File: config.mk
export PLATFORM = sky130hd
export DESIGN_NAME = tuerr_record
export DESIGN_NICKNAME = d
export VERILOG_FILES = /design/src/verilog/tuerr_pkg.sv /design/src/verilog/tuerr_record.sv
export SDC_FILE = /design/constraint.sdc
export NUM_CORES = 1
export LEC_CHECK = 0
export BUFFER_PORTS_ARGS = -buffer_cell sky130_fd_sc_hd__buf_2
export CAP_MARGIN = 10
export CORE_UTILIZATION = 35
export CTS_CLUSTER_SIZE = 40
export DETAILED_ROUTE_END_ITERATION = 10
export GPL_TIMING_DRIVEN = 0
export HOLD_SLACK_MARGIN = 0.05
export MAX_ROUTING_LAYER = met4
export PLACE_DENSITY = 0.66
export SETUP_SLACK_MARGIN = 0.1
export SYNTH_ARGS = -nofsm -noshare
export SYNTH_HDL_FRONTEND = slang
export SYNTH_SLANG_ARGS = --single-unit
File: constraint.sdc
create_clock -name ref_clk_in -period 1.8 [get_ports ref_clk_in]
set_input_delay 0.09 -clock ref_clk_in [delete_from_list [all_inputs] [get_ports ref_clk_in]]
set_output_delay 0.09 -clock ref_clk_in [all_outputs]
set_load 0.01 [all_outputs]
File: src/verilog/tuerr_pkg.sv
// Package for the translation unit error record: offsets, fields, resets.
// Assumes a 32-bit plain register port with byte offsets.
package tuerr_pkg;

    localparam logic [15:0] OFF_FEATURE = 16'h8e80;
    localparam logic [15:0] OFF_CONTROL = 16'h8e88;
    localparam logic [15:0] OFF_SYNDROME = 16'h8e90;
    localparam logic [15:0] OFF_IRQ_STATUS = 16'h8ea0;
    localparam logic [15:0] OFF_IRQ_MASK = 16'h8ea4;

    localparam logic [31:0] RST_FEATURE = 32'h0000_0081;
    localparam logic [31:0] RST_CONTROL = 32'h0000_0008;
    localparam logic [31:0] RST_SYNDROME = 32'h0000_0000;
    localparam logic [1:0] RST_IRQ_MASK = 2'h3;

    localparam int FEAT_IC_LSB = 6;
    localparam int FEAT_DT_LSB = 0;
    localparam logic [1:0] FEAT_IC_VAL = 2'h2;
    localparam logic [1:0] FEAT_DT_VAL = 2'h1;

    localparam int CTL_IRQ_BIT = 3;

    localparam int SYN_V_BIT = 30;
    localparam int SYN_OVF_BIT = 27;
    localparam int SYN_CE_LSB = 24;
    localparam int SYN_SRC_LSB = 8;
    localparam int SYN_KIND_LSB = 0;
    localparam logic [1:0] CE_CORRECTED = 2'h2;
    localparam logic [1:0] CE_CLEAR_CODE = 2'h3;
    localparam logic [1:0] CE_NONE = 2'h0;
    localparam logic [7:0] KIND_NONE = 8'h00;
    localparam logic [7:0] KIND_TAG = 8'h07;
    localparam logic [7:0] KIND_DATA = 8'h08;
    localparam logic [7:0] SRC_MAX = 8'h08;

    // Sticky event bits: 0 corrected error, 1 overflow
    localparam int EV_CE = 0;
    localparam int EV_OVF = 1;

    typedef struct packed {
        logic [15:0] addr;
        logic [31:0] wdata;
        logic wr;
        logic rd;
        logic secure;
    } tuerr_bus_t;

    typedef struct packed {
        logic valid;
        logic tag_err;
        logic [7:0] source;
    } tuerr_err_t;

    typedef struct packed {
        logic irq_en;
        logic v;
        logic ovf;
        logic [1:0] ce;
        logic [7:0] src;
        logic [7:0] kind;
        logic [1:0] ev_stat;
        logic [1:0] ev_mask;
        logic [31:0] rdata;
    } tuerr_state_t;

endpackage : tuerr_pkg

File: src/verilog/tuerr_record.sv
// Error record register bank of the translation control unit.
// Assumes one clock, synchronous reset, and a secure-side access bit
// and error reports from logic on the same clock.
`timescale 1ns/100ps

////////////////////////////////////////////////////////////////////////
// Functional notes
// RULE1: The feature register's fault interrupt field always reads 0b10; non-secure reads with access bit 0 get 0 here.
// RULE2: The feature register's detection field always reads 0b01; non-secure reads with access bit 0 get 0 here.
// RULE3: Control bit 3 set lets faults raise the interrupt; clear blocks it.
// RULE4: With access bit 0, non-secure control/syndrome reads give 0, writes drop.
// RULE5: Syndrome bit 30 sets whenever an error has been recorded.
// RULE6: Writing 1 clears bit 30 unless the error field stays nonzero.
// RULE7: Overflow bit 27 sets when an error arrives with the error field set.
// RULE8: Writing 1 clears the overflow bit; writing 0 leaves it.
// RULE9: A corrected error loads the two-bit error field with 0b10.
// RULE10: Writing 0b11 clears the error field unless overflow stays set.
// RULE11: The source field at 15:8 names the cache that saw the error.
// RULE12: Software writes to the source field are ignored.
// RULE13: The kind field keeps the earliest unacknowledged error.
// RULE14: Kind reads 0x00 with no error, 0x07 for tag, 0x08 for data.
// RULE15: The interrupt stays high while enabled and a record is pending.
module tuerr_record (
    // Clock and reset
    input wire logic ref_clk_in,
    input wire logic rst_in,
    // Register port
    input wire logic [15:0] addr_in,
    input wire logic [31:0] wdata_in,
    input wire logic wr_in,
    input wire logic rd_in,
    input wire logic secure_in,
    output logic [31:0] rdata_out,
    // Access control from the secure side
    input wire logic nonsecure_reliability_access_in,
    // Corrected error report
    input wire logic err_valid_in,
    input wire logic err_tag_in,
    input wire logic [7:0] err_source_in,
    // Interrupts
    output logic fault_irq_out,
    output logic event_irq_out
);

    tuerr_pkg::tuerr_state_t st_r;
    tuerr_pkg::tuerr_state_t st_nxt;
    tuerr_pkg::tuerr_bus_t bus;
    tuerr_pkg::tuerr_err_t err;
    logic allowed;
    logic wr_syn;
    logic rd_syn;
    logic clr_v;
    logic clr_of;
    logic clr_ce;
    logic [31:0] feature;
    logic [31:0] syndrome;
    logic [31:0] control;

    assign bus = '{addr: addr_in, wdata: wdata_in, wr: wr_in, rd: rd_in,
                   secure: secure_in};
    assign err = '{valid: err_valid_in, tag_err: err_tag_in,
                   source: err_source_in};

    ////////////////////////////////////////////////////////////////////
    // Constant and assembled views
    always_comb begin
        feature = 32'h0000_0000;
        feature[tuerr_pkg::FEAT_IC_LSB +: 2] = tuerr_pkg::FEAT_IC_VAL; // RULE1
        feature[tuerr_pkg::FEAT_DT_LSB +: 2] = tuerr_pkg::FEAT_DT_VAL; // RULE2
        control = 32'h0000_0000;
        control[tuerr_pkg::CTL_IRQ_BIT] = st_r.irq_en;
        syndrome = 32'h0000_0000;
        syndrome[tuerr_pkg::SYN_V_BIT] = st_r.v;
        syndrome[tuerr_pkg::SYN_OVF_BIT] = st_r.ovf;
        syndrome[tuerr_pkg::SYN_CE_LSB +: 2] = st_r.ce;
        syndrome[tuerr_pkg::SYN_SRC_LSB +: 8] = st_r.src; // RULE11
        syndrome[tuerr_pkg::SYN_KIND_LSB +: 8] = st_r.kind;
    end

    // Secure accesses always pass; non-secure ones need the access bit
    assign allowed = bus.secure | nonsecure_reliability_access_in; // RULE4
    assign wr_syn = bus.wr & allowed & (bus.addr == tuerr_pkg::OFF_SYNDROME);
    assign rd_syn = bus.rd & (bus.addr == tuerr_pkg::OFF_IRQ_STATUS);

    // The error-field and valid clears are judged against another flag's clear in the same access
    assign clr_of = wr_syn & bus.wdata[tuerr_pkg::SYN_OVF_BIT]; // RULE8
    assign clr_ce = wr_syn
        & (bus.wdata[tuerr_pkg::SYN_CE_LSB +: 2] == tuerr_pkg::CE_CLEAR_CODE)
        & (!st_r.ovf | clr_of); // RULE10
    assign clr_v = wr_syn & bus.wdata[tuerr_pkg::SYN_V_BIT]
        & ((st_r.ce == tuerr_pkg::CE_NONE) | clr_ce); // RULE6

    ////////////////////////////////////////////////////////////////////
    // Next state
    always_comb begin
        st_nxt = st_r;
        if (bus.wr && allowed && bus.addr == tuerr_pkg::OFF_CONTROL) begin
            st_nxt.irq_en = bus.wdata[tuerr_pkg::CTL_IRQ_BIT]; // RULE3
        end
        if (bus.wr && bus.addr == tuerr_pkg::OFF_IRQ_MASK) begin
            st_nxt.ev_mask = bus.wdata[1:0];
        end
        // Clears first, so a same-cycle error wins below
        if (clr_v) begin
            st_nxt.v = 1'b0;
        end
        if (clr_of) begin
            st_nxt.ovf = 1'b0;
        end
        if (clr_ce) begin
            st_nxt.ce = tuerr_pkg::CE_NONE;
            st_nxt.kind = tuerr_pkg::KIND_NONE; // RULE14
            st_nxt.src = 8'h00;
        end
        if (rd_syn) begin
            st_nxt.ev_stat = 2'h0;
        end
        if (err.valid) begin
            st_nxt.v = 1'b1; // RULE5
            st_nxt.ev_stat[tuerr_pkg::EV_CE] = 1'b1;
            if (st_nxt.ce != tuerr_pkg::CE_NONE) begin
                st_nxt.ovf = 1'b1; // RULE7
                st_nxt.ev_stat[tuerr_pkg::EV_OVF] = 1'b1;
            end else begin
                st_nxt.ce = tuerr_pkg::CE_CORRECTED; // RULE9
                // Only the first record is kept until acknowledged
                st_nxt.kind = err.tag_err ? tuerr_pkg::KIND_TAG
                                          : tuerr_pkg::KIND_DATA; // RULE13
                st_nxt.src = err.source; // RULE11
            end
        end
        // Source field is never loaded from wdata
        st_nxt.rdata = 32'h0000_0000; // RULE12
        if (bus.rd) begin
            unique case (bus.addr)
                tuerr_pkg::OFF_FEATURE: st_nxt.rdata = allowed ? feature
                                                               : 32'h0;
                tuerr_pkg::OFF_CONTROL: st_nxt.rdata = allowed ? control
                                                               : 32'h0;
                tuerr_pkg::OFF_SYNDROME: st_nxt.rdata = allowed ? syndrome
                                                                : 32'h0;
                tuerr_pkg::OFF_IRQ_STATUS: st_nxt.rdata = {30'h0, st_r.ev_stat};
                tuerr_pkg::OFF_IRQ_MASK: st_nxt.rdata = {30'h0, st_r.ev_mask};
                default: st_nxt.rdata = 32'h0000_0000;
            endcase
        end
    end

    always_ff @(posedge ref_clk_in) begin
        if (rst_in) begin
            st_r <= '{irq_en: tuerr_pkg::RST_CONTROL[tuerr_pkg::CTL_IRQ_BIT],
                      v: 1'b0, ovf: 1'b0, ce: tuerr_pkg::CE_NONE,
                      src: 8'h00, kind: tuerr_pkg::KIND_NONE,
                      ev_stat: 2'h0, ev_mask: tuerr_pkg::RST_IRQ_MASK,
                      rdata: 32'h0000_0000};
        end else begin
            st_r <= st_nxt;
        end
    end

    ////////////////////////////////////////////////////////////////////
    // Outputs
    assign rdata_out = st_r.rdata;
    // Level output, held while enabled until software clears the record
    assign fault_irq_out = st_r.irq_en & st_r.v; // RULE3 RULE15
    assign event_irq_out = |(st_r.ev_stat & st_r.ev_mask);

    ////////////////////////////////////////////////////////////////////
    // Checks
    property p_feature_const;
        @(posedge ref_clk_in) disable iff (rst_in)
        bus.rd && bus.secure && bus.addr == tuerr_pkg::OFF_FEATURE
            |=> rdata_out[7:0] == 8'h81;
    endproperty
    a_feature_const: assert property (p_feature_const) // RULE1 RULE2
        else $error("feature register value wrong");

    property p_irq_enable;
        @(posedge ref_clk_in) disable iff (rst_in)
        bus.wr && allowed && bus.addr == tuerr_pkg::OFF_CONTROL
            && !bus.wdata[tuerr_pkg::CTL_IRQ_BIT] |=> !fault_irq_out;
    endproperty
    a_irq_enable: assert property (p_irq_enable) // RULE3
        else $error("interrupt high after disable");

    property p_ns_raz;
        @(posedge ref_clk_in) disable iff (rst_in)
        bus.rd && !bus.secure && !nonsecure_reliability_access_in
            && bus.addr == tuerr_pkg::OFF_SYNDROME |=> rdata_out == 32'h0;
    endproperty
    a_ns_raz: assert property (p_ns_raz) // RULE4
        else $error("non-secure read not zero");

    property p_ns_wi;
        @(posedge ref_clk_in) disable iff (rst_in)
        bus.wr && !bus.secure && !nonsecure_reliability_access_in
            && bus.addr == tuerr_pkg::OFF_CONTROL
            |=> $stable(st_r.irq_en);
    endproperty
    a_ns_wi: assert property (p_ns_wi) // RULE4
        else $error("non-secure write took effect");

    property p_v_set;
        @(posedge ref_clk_in) disable iff (rst_in)
        err.valid |=> st_r.v && st_r.ce == tuerr_pkg::CE_CORRECTED;
    endproperty
    a_v_set: assert property (p_v_set) // RULE5 RULE9
        else $error("error not recorded");

    property p_v_guard;
        @(posedge ref_clk_in) disable iff (rst_in)
        wr_syn && st_r.v && st_r.ce != 2'h0 && !clr_ce |=> st_r.v;
    endproperty
    a_v_guard: assert property (p_v_guard) // RULE6
        else $error("valid cleared while error field pending");

    property p_of_set;
        @(posedge ref_clk_in) disable iff (rst_in)
        err.valid && st_r.ce != 2'h0 && !clr_ce |=> st_r.ovf;
    endproperty
    a_of_set: assert property (p_of_set) // RULE7
        else $error("overflow not set");

    property p_of_clr;
        @(posedge ref_clk_in) disable iff (rst_in)
        clr_of && !err.valid |=> !st_r.ovf;
    endproperty
    a_of_clr: assert property (p_of_clr) // RULE8
        else $error("overflow not cleared");

    property p_ce_guard;
        @(posedge ref_clk_in) disable iff (rst_in)
        wr_syn && st_r.ovf && !clr_of && st_r.ce != 2'h0
            |=> st_r.ce != 2'h0;
    endproperty
    a_ce_guard: assert property (p_ce_guard) // RULE10
        else $error("error field cleared under overflow");

    property p_first_kept;
        @(posedge ref_clk_in) disable iff (rst_in)
        err.valid && st_r.ce != 2'h0 && !clr_ce |=> $stable(st_r.kind)
            && $stable(st_r.src);
    endproperty
    a_first_kept: assert property (p_first_kept) // RULE11 RULE12 RULE13
        else $error("first record overwritten");

    property p_kind_none;
        @(posedge ref_clk_in) disable iff (rst_in)
        st_r.ce == 2'h0 |-> st_r.kind == 8'h00;
    endproperty
    a_kind_none: assert property (p_kind_none) // RULE14
        else $error("kind nonzero without error");

    property p_irq_hold;
        @(posedge ref_clk_in) disable iff (rst_in)
        fault_irq_out && !clr_v
            && !(bus.wr && bus.addr == tuerr_pkg::OFF_CONTROL)
            |=> fault_irq_out;
    endproperty
    a_irq_hold: assert property (p_irq_hold) // RULE15
        else $error("interrupt dropped while pending");

    property p_feature_ns_raz;
        @(posedge ref_clk_in) disable iff (rst_in)
        bus.rd && !allowed && bus.addr == tuerr_pkg::OFF_FEATURE
            |=> rdata_out == 32'h0;
    endproperty
    a_feature_ns_raz: assert property (p_feature_ns_raz) // RULE1 RULE2
        else $error("non-secure feature read not zero");

    property p_control_ns_raz;
        @(posedge ref_clk_in) disable iff (rst_in)
        bus.rd && !allowed && bus.addr == tuerr_pkg::OFF_CONTROL
            |=> rdata_out == 32'h0;
    endproperty
    a_control_ns_raz: assert property (p_control_ns_raz) // RULE4
        else $error("non-secure control read not zero");

    property p_syn_ns_wi;
        @(posedge ref_clk_in) disable iff (rst_in)
        bus.wr && !allowed && bus.addr == tuerr_pkg::OFF_SYNDROME
            && !err.valid |=> $stable(st_r.v) && $stable(st_r.ovf)
            && $stable(st_r.ce);
    endproperty
    a_syn_ns_wi: assert property (p_syn_ns_wi) // RULE4
        else $error("non-secure syndrome write took effect");

    property p_control_read;
        @(posedge ref_clk_in) disable iff (rst_in)
        bus.rd && allowed && bus.addr == tuerr_pkg::OFF_CONTROL
            |=> rdata_out == {28'h0, $past(st_r.irq_en), 3'h0};
    endproperty
    a_control_read: assert property (p_control_read) // RULE3
        else $error("control read wrong");

    property p_irq_on;
        @(posedge ref_clk_in) disable iff (rst_in)
        bus.wr && allowed && bus.addr == tuerr_pkg::OFF_CONTROL
            && bus.wdata[tuerr_pkg::CTL_IRQ_BIT] && st_r.v
            |=> fault_irq_out;
    endproperty
    a_irq_on: assert property (p_irq_on) // RULE3
        else $error("enabled interrupt not raised");

    property p_err_irq;
        @(posedge ref_clk_in) disable iff (rst_in)
        err.valid && st_r.irq_en
            && !(bus.wr && bus.addr == tuerr_pkg::OFF_CONTROL)
            |=> fault_irq_out;
    endproperty
    a_err_irq: assert property (p_err_irq) // RULE3 RULE15
        else $error("error did not raise interrupt");

    property p_v_clear;
        @(posedge ref_clk_in) disable iff (rst_in)
        clr_v && !err.valid |=> !st_r.v;
    endproperty
    a_v_clear: assert property (p_v_clear) // RULE6
        else $error("valid not cleared");

    property p_v_keep;
        @(posedge ref_clk_in) disable iff (rst_in)
        wr_syn && !bus.wdata[tuerr_pkg::SYN_V_BIT] && st_r.v |=> st_r.v;
    endproperty
    a_v_keep: assert property (p_v_keep) // RULE6
        else $error("valid cleared by a zero write");

    property p_ovf_keep;
        @(posedge ref_clk_in) disable iff (rst_in)
        wr_syn && !bus.wdata[tuerr_pkg::SYN_OVF_BIT] && st_r.ovf |=> st_r.ovf;
    endproperty
    a_ovf_keep: assert property (p_ovf_keep) // RULE8
        else $error("overflow cleared by a zero write");

    property p_ce_clear;
        @(posedge ref_clk_in) disable iff (rst_in)
        clr_ce && !err.valid |=> st_r.ce == tuerr_pkg::CE_NONE;
    endproperty
    a_ce_clear: assert property (p_ce_clear) // RULE10
        else $error("error field not cleared");

    property p_ce_keep;
        @(posedge ref_clk_in) disable iff (rst_in)
        wr_syn && st_r.ce != tuerr_pkg::CE_NONE
            && bus.wdata[tuerr_pkg::SYN_CE_LSB +: 2]
               != tuerr_pkg::CE_CLEAR_CODE
            |=> st_r.ce != tuerr_pkg::CE_NONE;
    endproperty
    a_ce_keep: assert property (p_ce_keep) // RULE10
        else $error("error field cleared by other code");

    property p_kind_legal;
        @(posedge ref_clk_in) disable iff (rst_in)
        st_r.ce != tuerr_pkg::CE_NONE |-> st_r.kind == tuerr_pkg::KIND_TAG
            || st_r.kind == tuerr_pkg::KIND_DATA;
    endproperty
    a_kind_legal: assert property (p_kind_legal) // RULE14
        else $error("kind code illegal with error recorded");

    property p_first_load;
        @(posedge ref_clk_in) disable iff (rst_in)
        err.valid && (st_r.ce == tuerr_pkg::CE_NONE || clr_ce)
            |=> st_r.src == $past(err.source)
            && st_r.kind == ($past(err.tag_err) ? tuerr_pkg::KIND_TAG
                                                : tuerr_pkg::KIND_DATA);
    endproperty
    a_first_load: assert property (p_first_load) // RULE11 RULE13 RULE14
        else $error("first record not loaded");

    property p_src_wi;
        @(posedge ref_clk_in) disable iff (rst_in)
        wr_syn && !err.valid && !clr_ce |=> $stable(st_r.src);
    endproperty
    a_src_wi: assert property (p_src_wi) // RULE12
        else $error("source field changed by a write");

    property p_irq_clear;
        @(posedge ref_clk_in) disable iff (rst_in)
        clr_v && !err.valid |=> !fault_irq_out;
    endproperty
    a_irq_clear: assert property (p_irq_clear) // RULE15
        else $error("interrupt held after record cleared");

    property p_rdata_idle;
        @(posedge ref_clk_in) disable iff (rst_in)
        !bus.rd |=> rdata_out == 32'h0;
    endproperty
    a_rdata_idle: assert property (p_rdata_idle)
        else $error("read data outside its cycle");

endmodule : tuerr_record

Yosys cells after proc, flatten, opt, wreduce, memory -nomap -nowiden --
Cells that the tools add are included.
Word-level totals: flip-flop bits (word level) 57
Cells by class: equal/unequal tests 6, muxes and demuxes 13, bitwise operators 14, reductions and logical operators 10
Operators with widths (count):
- case mux 31 bit (5 select lines) | 1
- equality test 16 bit (second input constant) | 5
- 2-to-1 mux 18 bit | 2
- 2-to-1 mux 31 bit | 1
- 2-to-1 mux 22 bit | 1
- bitwise AND 1 bit | 9
- 2-to-1 mux 4 bit | 2
- 2-to-1 mux 8 bit | 1
- nonzero test 2 bit | 3
- 2-to-1 mux 1 bit | 4
- OR reduction 2 bit | 2
- logical AND 1 bit | 3
- OR 1 bit | 3
- bitwise AND 2 bit | 1
- equality test 2 bit (second input constant) | 1
- zero test 2 bit | 1
- 2-to-1 mux 2 bit | 1
- zero test 1 bit | 1
- NOT 1 bit | 1

Longest topological paths before layout --
Gate-level depths: netlist of the first run.
word-level depth 10, mapped depth 6, depth with buffers taken out 4

Least setup slack after synthesis of the first run --
OpenSTA, ideal clock, no wires.
kind input -> register, start in addr_in[6], end reg st_r[53] (netlist bit), library setup time 0.134 ns, arrival time 1.668 ns, path slack -0.002 ns, stages 6, cells stage by stage or4b_1 -> or3_1 -> buf_6 -> clkbuf_1 -> o311ai_0 -> o31ai_1
Between the ends: cells in the longest elaborated chain, start to end 9, elaborated cells between the ends (all ways) 10, classes of those cells eq/ne: 1; mux: 3; bitwise: 5; reduce/logical: 1
RTL lines:
- start, declared | line tuerr_record.sv:28 | input wire logic [15:0] addr_in,
- equality test 16 bit (*) | line tuerr_record.sv:82 | assign wr_syn = bus.wr & allowed & (bus.addr == tuerr_pkg::OFF_SYNDROME);
- bitwise AND 1 bit (*) | line tuerr_record.sv:82
- bitwise AND 1 bit | line tuerr_record.sv:86 | assign clr_of = wr_syn & bus.wdata[tuerr_pkg::SYN_OVF_BIT];
- OR 1 bit | line tuerr_record.sv:89 | & (!st_r.ovf | clr_of);
- bitwise AND 1 bit (*) | line tuerr_record.sv:89
- 2-to-1 mux 18 bit (*) | line tuerr_record.sv:110 | if (clr_ce) begin
- nonzero test 2 bit | line tuerr_record.sv:121 | if (st_nxt.ce != tuerr_pkg::CE_NONE) begin
- 2-to-1 mux 18 bit | line tuerr_record.sv:121
- 2-to-1 mux 22 bit (*) | line tuerr_record.sv:118 | if (err.valid) begin
- end signal, assigned | line tuerr_record.sv:151 | st_r <= '{irq_en: tuerr_pkg::RST_CONTROL[tuerr_pkg::CTL_IRQ_BIT],
- end signal, assigned | line tuerr_record.sv:157 | st_r <= st_nxt;
- end, declared | line tuerr_record.sv:45 | tuerr_pkg::tuerr_state_t st_r;
Mark *: on every way between the ends. The rest lies on a longest branch, timed or not. A chain may end at the register's enable or synchronous reset.

Worst setup path after layout of the first run --
start in addr_in[6], end reg st_r[45] (netlist bit)
Same word-level chain as after synthesis.

==> flow_metrics.py, run 1 <==
metrics = {
    "clock_tree": {
        "cts_tree": "built",
        "h-tree-depth": 2,
        "clock_path_buffers": 2,
        "insertion_delay_ns": 0.30,
        "clk_pin_slew_ns": 0.08,
        "cts_sinks": 45,
        "cts_buffers": 5,
        "clockRootBuffer": "clkbuf_8",
    },
    "logic_synthesis": {
        "yosysTopAreaCellShare_pct": 44.1,
        "synth_edf_count": 0,
        "synth_cells": 216,
        "yosysTopAreaCell": "dfxtp_1",
        "synth_top_cells_by_count": "dfxtp_1, buf_4, and2_1",
        "synthArstFlopShare_pct": 0,
        "ys_seq_elements": 45,
        "ys_types": 39,
        "ys_dominant_reg_cell": "dfxtp_1",
        "yosys_warnings": 0,
        "synth_seq_area_share_pct": 44.1,
        "syn_avg_cell_area_um2": 9.46,
        "syn_area_um2": 2040,
        "yosys-top-cells-area": "dfxtp_1, buf_4, and2_1",
        "synth.most_common_cell": "dfxtp_1",
    },
    "pwr": {
        "peakVddDrop_v": 0.000373,
        "p_leak_nw": 1.29,
        "power.total_mw": 2.06,
        "p_per_area_nw_per_um2": 737,
    },
    "final_layout": {
        "utilization_pct": 50.0,
        "area_growth_pct": 36.5,
        "nets": 372,
        "n_fill_cell": 560,
        "layout-drive-gt1-share_pct": 38.2,
        "design_area_um2": 2790,
        "register_area_um2": 901,
        "diodes": 0,
        "multi_input_area_um2": 930,
    },
    "placed_design": {
        "gp_congestion": 0.849,
        "dpl_cell_area_um2": 2490,
        "hpwl_um": 3240,
        "port_buffers": 60,
    },
    "grt": {
        "gr-total-overflow": 0,
        "grt_max_degree": 15,
        "grt_util_all_layers_pct": 15.6,
        "antenna_found_initial": 0,
        "grt_pass1_wl_um": 7020,
        "grt_pass1_vias": 1577,
    },
    "floorplan": {
        "num_rows": 27,
        "fp.dieW_um": 78.4,
        "ios": 98,
        "core_um2": 5570,
        "initial_utilization_pct": 36.7,
        "die_area_um2": 6150,
        "die_y_um": 78.4,
    },
    "sta": {
        "slew_viol_final": 0,
        "skew_ns": 0.00360,
        "rsz0062_at_grt": "yes",
        "setup-violations-final": 0,
        "fin_crit_ns": 1.64,
        "fin_crit_sh_pct": 91.2,
        "setup_tns_ns": 0,
        "worst_slew_pin_slew_ns": 0.521,
        "clock.fmax_ghz": 0.609,
        "finalHoldViolCount": 0,
        "slew-limit-headroom_pct": 65.3,
    },
    "outcome": {
        "outcome": "finished clean",
    },
    "detailed_routing": {
        "via_per_inst": 4.55,
        "wl_um": 4300,
        "drt_iter0_drc": 64,
        "post_drt_wl_per_cell_um": 11.3,
        "drc_errors": 0,
        "firstDrtPassIters": 4,
        "drtAntennaViolNets": 0,
        "vias": 1733,
    },
    "worst_hold_path": {
        "hp-class": "in2reg",
    },
    "run": {
        "maxCapViolations": 0,
    },
    "worst_setup_path": {
        "criticalPathCategory": "in2reg",
        "cp_max_fo": 10,
        "startpoint_type": "primary input",
        "crit_required_ns": 1.97,
        "crit_arrival_ns": 1.81,
        "critPathCaptureType": "register",
    },
}
[sequential cells by signal, summed over array words and instances (netlist names)]
name and cells:
control 1, rdata_out 20, st_r 24
[where the power goes]
| part | total, mW | switching [mW] | internal [mW] |
|---|---|---|---|
| logic | 0.231 | 0.113 | 0.117 |
| clock network | 0.790 | 0.338 | 0.451 |
| registers | 1.04 | 0.0150 | 1.02 |
[per-stage QoR]
step	cells	hold slack, ns	setup WS (ns)
after floorplan	227	0.173	0.0520
after global placement	359	0.318	-0.377
after detailed placement	359	0.321	-0.356
after CTS	380	0.0500	0.130
after global routing	381	0.0541	0.0887
final	381	0.0534	0.159
[cells in the final DEF, fill, tap and decap left out, types with 4 or more instances in the layout]
master	synthesis	final
mux2i_1	9	9
nand4_1	6	6
dfxtp_1	45	45
buf_2	0	60
and2_1	22	22
buf_4	32	36
a21oi_1	7	7
conb_1	1	12
inv_1	7	7
o21ai_0	4	4
clkbuf_8	0	6
nor2_1	5	5
nor3_1	5	4
nand3_1	7	7
nand2_1	17	17
nor3b_1	5	5
dlygate4sd3_1	0	11
[metal layers]
layer	track usage (%)	wire length (µm)
met3	4.19	219
met2	24.5	1960
met4	7.22	95
met5	-	0
met1	18.7	2020
[repair_timing]
action | 4_1_cts | 5_1_grt
setup buffers | 2 | 1
hold endpoints to repair | 11 | 0
endpoints found under the setup margin | 18 | 17
gates resized for setup | 1 | 8
hold buffers | 11 | 0
pin swaps | 1 | 0
[cell type report]
cell class	count	area share, %
Multi-Input combinational cell	136	33.3
Sequential cell	45	32.3
Timing Repair Buffer	74	15.5
Buffer	39	10.4
Tap cell	72	3.23
Clock buffer	6	2.96
Clock inverter	2	1.35
Inverter	7	0.942
[worst max-delay path: stages]
cell	delay, ns
buf_2	0.10
or4b_1	0.53
or3_1	0.34
buf_6	0.15
o31a_1	0.30
buf_6	0.17
mux2i_1	0.12
[kinds of logic after synthesis]
group / synth area share (%)
compound gates: 12.8
buf+inv: 15.1
other cells: 0.184
flops: 44.1
mux: 5.51
simple gates: 22.3
[path summary, 6_finish.rpt]
kind,startpoint,endpoint,slack [ns],cells past startpoint
setup / recovery,addr_in[6],st_r[45]$_SDFF_PP0_,0.16,7
hold / removal,err_source_in[1],st_r[45]$_SDFF_PP0_,0.05,3
setup reg to reg,st_r[54]$_SDFF_PP0_,st_r[47]$_SDFF_PP0_,0.22,4
hold reg to reg,st_r[42]$_SDFF_PP0_,rdata_out[6]$_SDFF_PP0_,0.46,1
(Power assumes the default switching activity.)
==> run 2: changes to the inputs <==
Settings changed: RECOVER_POWER set to 25.
==> flow_metrics.py, run 2 (synthesized netlist as in run 1, its figures left out) <==
metrics = {
    "outcome": {
        "outcome": "finished clean",
    },
    "placed_design": {
        "port_buffers": 60,
        "dp_cells": 359,
        "gp_congestion": 0.849,
        "hpwl_um": 3240,
        "dpl_cell_area_um2": 2490,
    },
    "clock_tree": {
        "h-tree-depth": 2,
        "insertion_delay_ns": 0.30,
        "cts_tree": "built",
        "clk_pin_slew_ns": 0.08,
        "clockRootBuffer": "clkbuf_8",
        "clock_path_buffers": 2,
        "cts_buffers": 5,
        "cts_sinks": 45,
    },
    "pwr": {
        "p_leak_nw": 1.22,
        "peakVddDrop_v": 0.000373,
        "p_int_mw": 1.59,
        "sw_frac_of_total_pct": 22.7,
        "pwr-share-comb_pct": 11.2,
        "clkPwrFrac_pct": 38.4,
        "p_per_area_nw_per_um2": 743,
        "p_switching_mw": 0.467,
        "pwr-share-seq_pct": 50.4,
    },
    "worst_setup_path": {
        "crit_arrival_ns": 1.81,
        "critPathCaptureType": "register",
        "crit_required_ns": 1.97,
        "criticalPathCategory": "in2reg",
        "startpoint_type": "primary input",
        "crit_path_cell_trace": "buf_2 -> or4b_1 -> or3_1 -> buf_6 -> o31a_1 -> buf_6 -> mux2i_1",
        "cp_slowest_cell": "or4b_1",
        "cp_max_fo": 10,
        "path_common_cell": "buf_6",
        "slowest_delay_ns": 0.53,
    },
    "detailed_routing": {
        "via_per_inst": 4.55,
        "vias": 1733,
        "drc_errors": 0,
        "firstDrtPassIters": 4,
        "wl_um": 4320,
        "post_drt_wl_per_cell_um": 11.3,
        "drt_iter0_drc": 64,
        "drtAntennaViolNets": 0,
    },
    "grt": {
        "gr-total-overflow": 0,
        "grt_pass1_vias": 1577,
        "grt_pass1_wl_um": 7020,
        "grt_util_all_layers_pct": 15.6,
        "antenna_found_initial": 0,
        "grt_max_degree": 15,
    },
    "sta": {
        "setup-violations-final": 0,
        "fin_crit_sh_pct": 91.2,
        "slew-limit-headroom_pct": 65.3,
        "finalHoldViolCount": 0,
        "rsz0062_at_grt": "yes",
        "skew_ns": 0.00360,
        "clock.fmax_ghz": 0.609,
        "slew_viol_final": 0,
        "fin_crit_ns": 1.64,
        "worst_slew_pin_slew_ns": 0.521,
    },
    "floorplan": {
        "die_area_um2": 6150,
        "core_um2": 5570,
        "num_rows": 27,
        "initial_utilization_pct": 36.7,
        "die_y_um": 78.4,
        "ios": 98,
        "fp.dieW_um": 78.4,
    },
    "run": {
        "maxCapViolations": 0,
    },
    "final_layout": {
        "top_register": "st_r",
        "diodes": 0,
        "layout-drive-gt1-share_pct": 33.0,
        "layout_common_cells": "dfxtp_1, buf_2, buf_4",
        "nets": 372,
        "largest_reg_flops": 24,
        "fin_cells": 381,
        "design_area_um2": 2770,
        "area_growth_pct": 35.5,
        "final_common_cell": "dfxtp_1",
    },
    "worst_hold_path": {
        "hp-class": "in2reg",
    },
}
run 2: critical path, delay by kind of cell:
kind / cells / cell delay (ns)
compound gates: 1 / 0.30
buf+inv: 3 / 0.42
simple gates: 2 / 0.87
mux: 1 / 0.12
run 2: power by group through the flow:
stage / sequential, mW / clock [mW] / combinational [mW]
3_5_place_dp: 1.06 / 0 / 0.206
4_1_cts: 1.04 / 0.804 / 0.227
5_1_grt: 1.04 / 0.869 / 0.255
6_report: 1.04 / 0.790 / 0.231
3_3_place_gp: 1.06 / 0 / 0.204
2_1_floorplan: 1.05 / 0 / 0.131
run 2: worst paths after layout:
check	startpoint	end	slack, ns	cells after the start
setup / recovery	addr_in[6]	st_r[45]$_SDFF_PP0_	0.16	7
hold / removal	err_source_in[1]	st_r[45]$_SDFF_PP0_	0.05	3
setup reg to reg	st_r[54]$_SDFF_PP0_	st_r[47]$_SDFF_PP0_	0.22	4
hold reg to reg	st_r[42]$_SDFF_PP0_	rdata_out[6]$_SDFF_PP0_	0.46	1
run 2: metrics by stage:
step	util (%)	power (mW)	setup slack [ns]	TNS [ns]	hold slack [ns]
after floorplan	-	1.18	0.0520	0	0.173
after global routing	49.7	2.16	0.0887	0	0.0541
after detailed placement	44.7	1.27	-0.356	-7.39	0.321
after global placement	44.7	1.26	-0.377	-7.65	0.318
final	49.7	2.06	0.159	0	0.0534
after CTS	49.2	2.07	0.130	0	0.0500
run 2: cell type report:
class,instances,area (µm²)
inverter,7,26.3
multi-input combinational,136,930
clock inverter,2,37.5
buffer,39,289
timing repair buffer,74,413
sequential,45,901
fill,567,2810
tap,72,90.1
clock buffer,6,82.6
run 2: what timing repair did:
action,4_1_cts,5_1_grt
setup buffers,2,1
endpoints found under the hold margin,11,0
hold buffers,11,0
endpoints found under the setup margin,18,17
pin swaps,1,0
resized for setup,1,8
run 2: layer usage:
metal  track usage [%]  wire length, µm  vias up
li1                  -                -      903
met1              18.7             2040      761
met2              24.5             1960       61
met3              4.19              228        8
met4              7.22               95        0
met5                 -                0        -
